<file path="src/core/vrs_consts.svh">
`ifndef VRS_CONSTS_SVH
`define VRS_CONSTS_SVH
// ****************************************
// command bytes
// ****************************************
`define VRS_CMD_PU         8'h01
`define VRS_CMD_STOP       8'h02
`define VRS_CMD_RESET      8'h03
`define VRS_CMD_IRQ_CLR    8'h04
`define VRS_CMD_RD_STATUS  8'h05
`define VRS_CMD_RD_START   8'h06
`define VRS_CMD_SLEEP      8'h07
`define VRS_CMD_RD_FREE    8'h08
`define VRS_CMD_IDENT      8'h09
`define VRS_CMD_PLAY       8'h40
`define VRS_CMD_REC        8'h41
`define VRS_CMD_ERASE      8'h42
`define VRS_CMD_G_ERASE    8'h43
`define VRS_CMD_ANALOG_ROUTE_FETCH_CMD     8'h44
`define VRS_CMD_WR_APC1    8'h45
`define VRS_CMD_ADVANCE    8'h48
`define VRS_CMD_WR_APC2    8'h65
`define VRS_CMD_ARM_PLAY   8'h80
`define VRS_CMD_ARM_REC    8'h81
`define VRS_CMD_ARM_ERASE  8'h82
// ****************************************
// field positions and reset values
// ****************************************
`define VRS_SR1_RDY_BIT    0
`define VRS_SR1_ERASE_BIT  1
`define VRS_SR1_PLAY_BIT   2
`define VRS_SR1_REC_BIT    3
`define VRS_APC_RESET      12'h000
`define VRS_PTR_RESET      11'h000
`define VRS_APC_BYTES      3'h3
`define VRS_FRAME_BITS     6'h28
`endif

</file>
<file path="src/core/vrs_pkg.sv">
package vrs_pkg;
   // ****************************************
   // operation states, gray along idle-rec-play-erase-armed
   // ****************************************
   typedef enum logic [2:0] {
      OP_IDLE  = 3'h0,
      OP_REC   = 3'h1,
      OP_PLAY  = 3'h3,
      OP_ERASE = 3'h2,
      OP_ARMED = 3'h6
   } vrs_op_e;

   typedef struct packed {
      logic start_rec;
      logic start_play;
      logic start_erase;
      logic start_g_erase;
      logic arm_rec;
      logic arm_play;
      logic arm_erase;
      logic stop;
      logic dev_reset;
      logic sleep;
      logic power_up;
      logic advance;
   } vrs_pulse_s;

   typedef struct packed {
      logic [2:0]  sclk_s;
      logic [2:0]  mosi_s;
      logic [2:0]  ssn_s;
      logic        sclk_f;
      logic        mosi_f;
      logic        ssn_f;
      logic [5:0]  bit_cnt;
      logic [7:0]  rx_sh;
      logic [7:0]  cmd;
      logic [7:0]  d1;
      logic [7:0]  d2;
      logic [2:0]  nbytes;
      logic [31:0] tx;
      logic        miso;
      vrs_op_e     op;
      logic        stoppable;
      logic        done_f;
      logic        eom_f;
      logic        cmd_err;
      logic        pu;
      logic [11:0] analog_route_reg;
      logic [10:0] start_ptr;
      logic [10:0] free_ptr;
      vrs_pulse_s  pulse;
   } vrs_state_s;
endpackage

</file>
<file path="src/core/vrs_status_regs.sv">
`include "vrs_consts.svh"

module vrs_status_regs
   import vrs_pkg::*;
#(
   parameter logic [4:0] PART_CODE = 5'h06  // arbitrary neutral value
) (
   input  wire logic        clk,
   input  wire logic        rst_n,
   input  wire logic        spi_sclk,
   input  wire logic        spi_mosi,
   input  wire logic        spi_ss_n,
   output logic             spi_miso,
   input  wire logic        standalone_mode,
   input  wire logic [3:0]  effect_slots,
   input  wire logic [10:0] current_row,
   input  wire logic [10:0] next_msg_row,
   input  wire logic [2:0]  vol_pin_setting,
   input  wire logic        array_full,
   input  wire logic        op_done,
   input  wire logic        eom_detect,
   output vrs_pulse_s       cmd_pulse,
   output logic [11:0]      analog_route,
   output logic             powered_up
);
   vrs_state_s cur_reg;
   vrs_state_s nxt_next;

   // ****************************************
   // command acceptance
   // ****************************************
   function automatic logic is_priority(input logic [7:0] c);
      is_priority = (c == `VRS_CMD_RESET) || (c == `VRS_CMD_IRQ_CLR) ||
                    (c == `VRS_CMD_RD_STATUS) || (c == `VRS_CMD_SLEEP);
   endfunction

   logic [15:0] sr0;
   logic [7:0]  sr1;
   logic        busy;
   logic        sclk_rise;
   logic        sclk_fall;
   logic        ss_start;
   logic        ss_end;
   logic [7:0]  rx_new;

   assign busy = (cur_reg.op != OP_IDLE);
   // ready only with no running or armed operation
   assign sr1  = {effect_slots[0], effect_slots[1], effect_slots[2],
                  effect_slots[3],
                  cur_reg.op == OP_REC, cur_reg.op == OP_PLAY,
                  cur_reg.op == OP_ERASE,
                  ~busy};
   assign sr0  = {current_row[10:3], current_row[2:0], cur_reg.done_f,
                  cur_reg.eom_f, cur_reg.pu, array_full, cur_reg.cmd_err};

   assign spi_miso     = cur_reg.miso;
   assign cmd_pulse    = cur_reg.pulse;
   assign analog_route = cur_reg.analog_route_reg;
   assign powered_up   = cur_reg.pu;

   always_comb begin
      nxt_next = cur_reg;
      nxt_next.pulse = '0;
      // ****************************************
      // pin synchronisers, three stages, agree filter
      // ****************************************
      nxt_next.sclk_s = {cur_reg.sclk_s[1:0], spi_sclk};
      nxt_next.mosi_s = {cur_reg.mosi_s[1:0], spi_mosi};
      nxt_next.ssn_s  = {cur_reg.ssn_s[1:0], spi_ss_n};
      if (cur_reg.sclk_s[1] == cur_reg.sclk_s[2]) begin
         nxt_next.sclk_f = cur_reg.sclk_s[2];
      end
      if (cur_reg.mosi_s[1] == cur_reg.mosi_s[2]) begin
         nxt_next.mosi_f = cur_reg.mosi_s[2];
      end
      if (cur_reg.ssn_s[1] == cur_reg.ssn_s[2]) begin
         nxt_next.ssn_f = cur_reg.ssn_s[2];
      end
      sclk_rise = nxt_next.sclk_f & ~cur_reg.sclk_f & ~cur_reg.ssn_f;
      sclk_fall = ~nxt_next.sclk_f & cur_reg.sclk_f & ~cur_reg.ssn_f;
      ss_start  = ~nxt_next.ssn_f & cur_reg.ssn_f;
      ss_end    = nxt_next.ssn_f & ~cur_reg.ssn_f;
      rx_new    = {cur_reg.mosi_f, cur_reg.rx_sh[7:1]};

      // ****************************************
      // serial shifting, lsb first
      // ****************************************
      if (ss_start) begin
         nxt_next.bit_cnt     = '0;
         nxt_next.nbytes      = '0;
         nxt_next.tx          = {16'h0000, sr0};
         nxt_next.miso        = sr0[0];
      end else if (sclk_rise && cur_reg.bit_cnt != `VRS_FRAME_BITS) begin
         nxt_next.rx_sh   = rx_new;
         nxt_next.bit_cnt = cur_reg.bit_cnt + 6'h01;
         if (cur_reg.bit_cnt[2:0] == 3'h7) begin
            nxt_next.nbytes = cur_reg.nbytes + 3'h1;
            if (cur_reg.nbytes == 3'h0) begin
               nxt_next.cmd = rx_new;
               // reply bytes chosen as soon as the opcode is known
               if (rx_new == `VRS_CMD_RD_STATUS) begin
                  nxt_next.tx[31:16] = {8'h00, sr1};
               end else if (rx_new == `VRS_CMD_RD_START) begin
                  nxt_next.tx[31:16] = {5'h00, cur_reg.start_ptr};
               end else if (rx_new == `VRS_CMD_RD_FREE) begin
                  nxt_next.tx[31:16] = {5'h00, cur_reg.free_ptr};
               end else if (rx_new == `VRS_CMD_ANALOG_ROUTE_FETCH_CMD) begin
                  nxt_next.tx[31:16] = {4'h0, cur_reg.analog_route_reg};
               end else if (rx_new == `VRS_CMD_IDENT) begin
                  nxt_next.tx[31:16] = {8'h00, PART_CODE, 3'h0};
               end else begin
                  nxt_next.tx[31:16] = 16'h0000;
               end
            end else if (cur_reg.nbytes == 3'h1) begin
               nxt_next.d1 = rx_new;
            end else if (cur_reg.nbytes == 3'h2) begin
               nxt_next.d2 = rx_new;
            end
         end
      end else if (sclk_fall) begin
         // past the fourth byte the line idles low
         nxt_next.miso = (cur_reg.bit_cnt < 6'h20) ?
                         cur_reg.tx[cur_reg.bit_cnt[4:0]] : 1'b0;
      end

      // ****************************************
      // array engine events
      // ****************************************
      if (op_done && busy) begin
         if (cur_reg.op == OP_REC) begin
            nxt_next.free_ptr = current_row;
         end
         nxt_next.op = OP_IDLE;
      end

      // ****************************************
      // execution at end of frame
      // ****************************************
      if (ss_end && cur_reg.nbytes != 3'h0) begin
         if (busy && !is_priority(cur_reg.cmd) &&
             !(cur_reg.cmd == `VRS_CMD_STOP && cur_reg.stoppable)) begin
            nxt_next.cmd_err = 1'b1;
         end else if ((cur_reg.cmd == `VRS_CMD_WR_APC1 ||
                       cur_reg.cmd == `VRS_CMD_WR_APC2) &&
                      cur_reg.nbytes < `VRS_APC_BYTES) begin
            nxt_next.cmd_err = 1'b1;
         end else begin
            nxt_next.cmd_err = 1'b0;
            case (cur_reg.cmd)
               `VRS_CMD_PU: begin
                  nxt_next.pu             = 1'b1;
                  nxt_next.pulse.power_up = 1'b1;
               end
               `VRS_CMD_STOP: begin
                  // stop reaches here only when idle or stoppable
                  nxt_next.pulse.stop = 1'b1;
                  if (cur_reg.op == OP_REC) begin
                     nxt_next.free_ptr = current_row;
                  end
                  nxt_next.op = OP_IDLE;
               end
               `VRS_CMD_RESET: begin
                  nxt_next.pulse.dev_reset = 1'b1;
                  nxt_next.op              = OP_IDLE;
                  nxt_next.start_ptr       = `VRS_PTR_RESET;
               end
               `VRS_CMD_IRQ_CLR: begin
                  nxt_next.done_f = 1'b0;
                  nxt_next.eom_f  = 1'b0;
               end
               `VRS_CMD_SLEEP: begin
                  nxt_next.pu          = 1'b0;
                  nxt_next.pulse.sleep = 1'b1;
               end
               `VRS_CMD_PLAY: begin
                  nxt_next.op               = OP_PLAY;
                  nxt_next.stoppable        = 1'b1;
                  nxt_next.pulse.start_play = 1'b1;
               end
               `VRS_CMD_REC: begin
                  nxt_next.op              = OP_REC;
                  nxt_next.stoppable       = 1'b1;
                  nxt_next.start_ptr       = cur_reg.free_ptr;
                  nxt_next.pulse.start_rec = 1'b1;
               end
               `VRS_CMD_ERASE: begin
                  nxt_next.op                = OP_ERASE;
                  nxt_next.stoppable         = 1'b0;
                  nxt_next.pulse.start_erase = 1'b1;
               end
               `VRS_CMD_G_ERASE: begin
                  nxt_next.op                  = OP_ERASE;
                  nxt_next.stoppable           = 1'b0;
                  nxt_next.pulse.start_g_erase = 1'b1;
               end
               `VRS_CMD_WR_APC1: begin
                  // volume comes from the pin, not the data
                  nxt_next.analog_route_reg = {cur_reg.d2[3:0], cur_reg.d1[7:3],
                                  vol_pin_setting};
               end
               `VRS_CMD_WR_APC2: begin
                  nxt_next.analog_route_reg = {cur_reg.d2[3:0], cur_reg.d1};
               end
               `VRS_CMD_ADVANCE: begin
                  nxt_next.start_ptr     = next_msg_row;
                  nxt_next.pulse.advance = 1'b1;
               end
               `VRS_CMD_ARM_PLAY: begin
                  nxt_next.op             = OP_ARMED;
                  nxt_next.stoppable      = 1'b1;
                  nxt_next.pulse.arm_play = 1'b1;
               end
               `VRS_CMD_ARM_REC: begin
                  nxt_next.op            = OP_ARMED;
                  nxt_next.stoppable     = 1'b1;
                  nxt_next.pulse.arm_rec = 1'b1;
               end
               `VRS_CMD_ARM_ERASE: begin
                  nxt_next.op              = OP_ARMED;
                  nxt_next.stoppable       = 1'b0;
                  nxt_next.pulse.arm_erase = 1'b1;
               end
               default: begin
               end
            endcase
         end
      end

      // set wins over a clear in the same cycle
      if (op_done) begin
         nxt_next.done_f = 1'b1;
      end
      if (eom_detect) begin
         nxt_next.eom_f = 1'b1;
      end
   end

   always_ff @(posedge clk or negedge rst_n) begin
      if (!rst_n) begin
         cur_reg        <= '0;
         cur_reg.sclk_s <= 3'h0;
         cur_reg.mosi_s <= 3'h0;
         cur_reg.ssn_s  <= 3'h7;
         cur_reg.ssn_f  <= 1'b1;
         cur_reg.op     <= OP_IDLE;
         cur_reg.analog_route_reg    <= `VRS_APC_RESET;
      end else begin
         cur_reg <= nxt_next;
      end
   end
endmodule

</file>
<file path="config.mk">
export PLATFORM = sky130hd
export DESIGN_NAME = vrs_status_regs
export DESIGN_NICKNAME = d
export VERILOG_FILES = /design/src/core/vrs_pkg.sv /design/src/core/vrs_status_regs.sv
export VERILOG_INCLUDE_DIRS = /design/src /design/src/core
export SDC_FILE = /design/constraint.sdc
export NUM_CORES = 1
export LEC_CHECK = 0
export ABC_AREA = 1
export BUFFER_PORTS_ARGS = -buffer_cell sky130_fd_sc_hd__buf_4
export CAP_MARGIN = 30
export CORE_MARGIN = 1.5
export CORE_UTILIZATION = 52
export CTS_BUF_LIST = sky130_fd_sc_hd__clkbuf_2
export CTS_CLUSTER_DIAMETER = 120
export DETAILED_ROUTE_END_ITERATION = 10
export PLACE_DENSITY = 0.72
export SYNTH_ARGS = -nofsm -noshare
export SYNTH_HDL_FRONTEND = slang
export SYNTH_SLANG_ARGS = --single-unit
</file>
<file path="constraint.sdc">
create_clock -name clk -period 2.2 [get_ports clk]
set_input_delay 0.11 -clock clk [delete_from_list [all_inputs] [get_ports clk]]
set_output_delay 0.11 -clock clk [all_outputs]
set_load 0.05 [all_outputs]
</file>
==> flow_summary.json <==
{
  "status": "complete, no violations",
  "crit_buf_inv": 2,
  "relSlewSlack": 0.597,
  "placeableCoreArea_sq_um": 12100,
  "grt-ovfl-total": 0,
  "slowest_delay_ns": 0.42,
  "cts_tree": "built",
  "path_cells": "inv_1, ha_1, nand2_1, nand4_1, nor2_4, nand2_4, inv_4, nand2_2, nand2_1, nand2_1",
  "max-vdd-ir-drop_uv": 486,
  "async_flop_share": 1.00,
  "crit_top_cell": "nand2_1",
  "fin_cells": 1082,
  "finalHoldViolCount": 0,
  "ys_types": 37,
  "ios": 64,
  "chipHeight_microns": 114,
  "drv_cap": 0,
  "drt-pass1-iter-count": 6,
  "avgRoutedWirePerCell_microns": 15.5,
  "ctsHtreeMaxLevel": 4,
  "grt_use_total": 0.276,
  "grt_pass1_wl_microns": 27500,
  "synth_top_area_share": 0.493,
  "yosysWarnings": 0,
  "reg2reg_from": "cur_reg[87]",
  "synth_common_cells": "266 x nand2_1, 127 x dfrtp_1, 77 x nand3_1",
  "p_leak_nw": 3.85,
  "hp-class": "in -> reg",
  "path_clk_slew_ns": 0.17,
  "synth_edf_count": 0,
  "p_total_mw": 4.99,
  "critPathCaptureType": "register",
  "avgSynthCellArea_sq_um": 8.00,
  "cts_buffers": 17,
  "clock_latency_ns": 0.70,
  "clkSinkCount": 131,
  "r2r-end": "cur_reg[31]",
  "reg2reg_slack_ns": 0.14,
  "drcViolationCount": 0,
  "fp.dieArea_sq_um": 13100,
  "cp.depth": 10,
  "largest_reg_flops": 105,
  "fp-row-count": 40,
  "slew_violations": 0,
  "start_util": 0.535,
  "worstPathRequired_ns": 2.78,
  "area.growth.synth_to_final_pct": 18.8,
  "vias": 5750,
  "grt_pass1_vias": 5608,
  "ant_nets": 0,
  "path_max_fanout": 11,
  "finalWorstPathRequiredPeriod_ns": 2.06,
  "drive_gt1_frac": 0.163,
  "fmax_mhz": 487,
  "ys_seq_area_frac": 0.509,
  "synthMostInstantiatedCell": "nand2_1",
  "cp_top_family": "simple AND/OR/NAND/NOR gates",
  "first_iter_violations": 467,
  "ys_top_cells_by_area": "dfrtp_1 49%, nand2_1 15%, nand3_1 6.0%",
  "place_ws_ns": 0.163,
  "clockBufferDepth": 2,
  "viasPerCell": 5.31,
  "worst_clock_skew_ns": 0.0369,
  "synthesis.nets": 852,
  "routed_wl_microns": 16700,
  "fillers": 1044,
  "worstPathArrival_ns": 2.64,
  "setup_viol": 0,
  "synth_area_leader_cell": "dfrtp_1",
  "placed_cells": 1009,
  "grt_max_degree": 47,
  "antenna_found_initial": 0,
  "pwr_density_cell_nw_per_um2": 651,
  "finalCritPeriodShare": 0.934,
  "r2r_cells": 10,
  "slowest_stage": "dfrtp_1",
  "cp-startpoint": "cur_reg[87]",
  "worst_slack_ns": 0.145,
  "criticalPathCategory": "reg -> reg",
  "synth_seq_cells": 131,
  "worst_pin_slew_ns": 0.600,
  "ys.flop_type": "dfrtp_1",
  "die_w_microns": 114,
  "diodes": 0,
  "place.port_buffers": 62,
  "gp_congestion": 0.994,
  "cts-root-buf": "clkbuf_2",
  "crit_path_start_kind": "register",
  "hpwl_microns": 11800,
  "post-route-util": 0.635,
  "syn-cell-area_sq_um": 6450,
  "synthCells": 807,
  "nets": 946,
  "whs_ns": 0.0672,
  "worstSetupEndpoint": "cur_reg[31]"
}
[worst min-delay path by stage]
stage / to / cells after the start / start
after detailed placement: cur_reg[137] / 1 / rst_n
final: cur_reg[137] / 2 / spi_sclk
after CTS: cur_reg[134] / 2 / spi_mosi
after global placement: cur_reg[137] / 1 / rst_n
after global routing: cur_reg[137] / 2 / spi_sclk
after floorplan: analog_route[0] / 0 / rst_n
[cells by family (layout without fill, tap and decap cells)]
kind of cell,after synthesis,in the layout,share of synthesized area
AO/OA/AOI/OAI,90,90,0.0725
XOR/XNOR,3,3,0.00407
adder cells (fa/ha/maj),8,8,0.0151
buffers and inverters,119,226,0.0896
flip-flops,131,131,0.509
AND/OR/NAND/NOR,456,456,0.310
[cell type report]
type | count | area [sq um] | share of cell area
sequential | 131 | 3280 | 0.429
clock buffer | 20 | 100 | 0.0131
tap | 168 | 210 | 0.0274
inverter | 71 | 269 | 0.0351
clock inverter | 12 | 139 | 0.0181
timing repair buffer | 123 | 1060 | 0.138
multi-input combinational | 557 | 2600 | 0.340
[repair_timing]
item,4_1_cts,5_1_grt
endpoints found under the hold margin,180,2
resized for setup,0,3
setup buffers,0,1
hold buffers,38,2
endpoints found under the setup margin,0,26
[cells in the final DEF, fill, tap and decap left out, types with 2 or more instances in the layout]
cell type and count:
o21ai_1 8, inv_2 9, o21ai_0 59, nor2_2 3, nand4_1 17, inv_1 58
nand4_4 2, dfrtp_1 126, o22ai_1 2, ha_1 7, clkbuf_2 20, nor3_2 3
clkinvlp_4 2, bufinv_16 3, nand3_2 2, a21oi_1 15, dfstp_2 4, nand2_2 7
nand2_1 265, clkinv_2 2, o21bai_1 2, buf_12 3, dlygate4sd3_1 39, nand3b_1 4
xor2_1 3, nor2_1 60, nand3_1 77, nor2_4 4, nor3_1 9, clkinv_1 7
buf_4 81, o211ai_1 2
[power by group]
group          internal [mW]  total (mW)  switching [mW]
combinational          0.310       0.791           0.482
clock                  0.629        1.50           0.866
sequential              2.57        2.70           0.137
[metrics by stage]
stage,TNS (ns),area (sq um)
2_1_floorplan,0,6450
3_3_place_gp,0,6990
3_5_place_dp,0,6990
4_1_cts,0,7620
5_1_grt,-0.100,7660
6_report,0,7660
[layer usage]
metal | global-route usage | up-vias | share of wire | wire length, microns
li1 | - | 2765 | - | -
met1 | 0.365 | 2750 | 0.44 | 7380
met2 | 0.440 | 197 | 0.48 | 8020
met3 | 0.0641 | 38 | 0.052 | 862
met4 | 0.116 | 0 | 0.028 | 472
met5 | 0 | - | 0 | 0
Note: power is estimated with default switching activity, not from simulation.
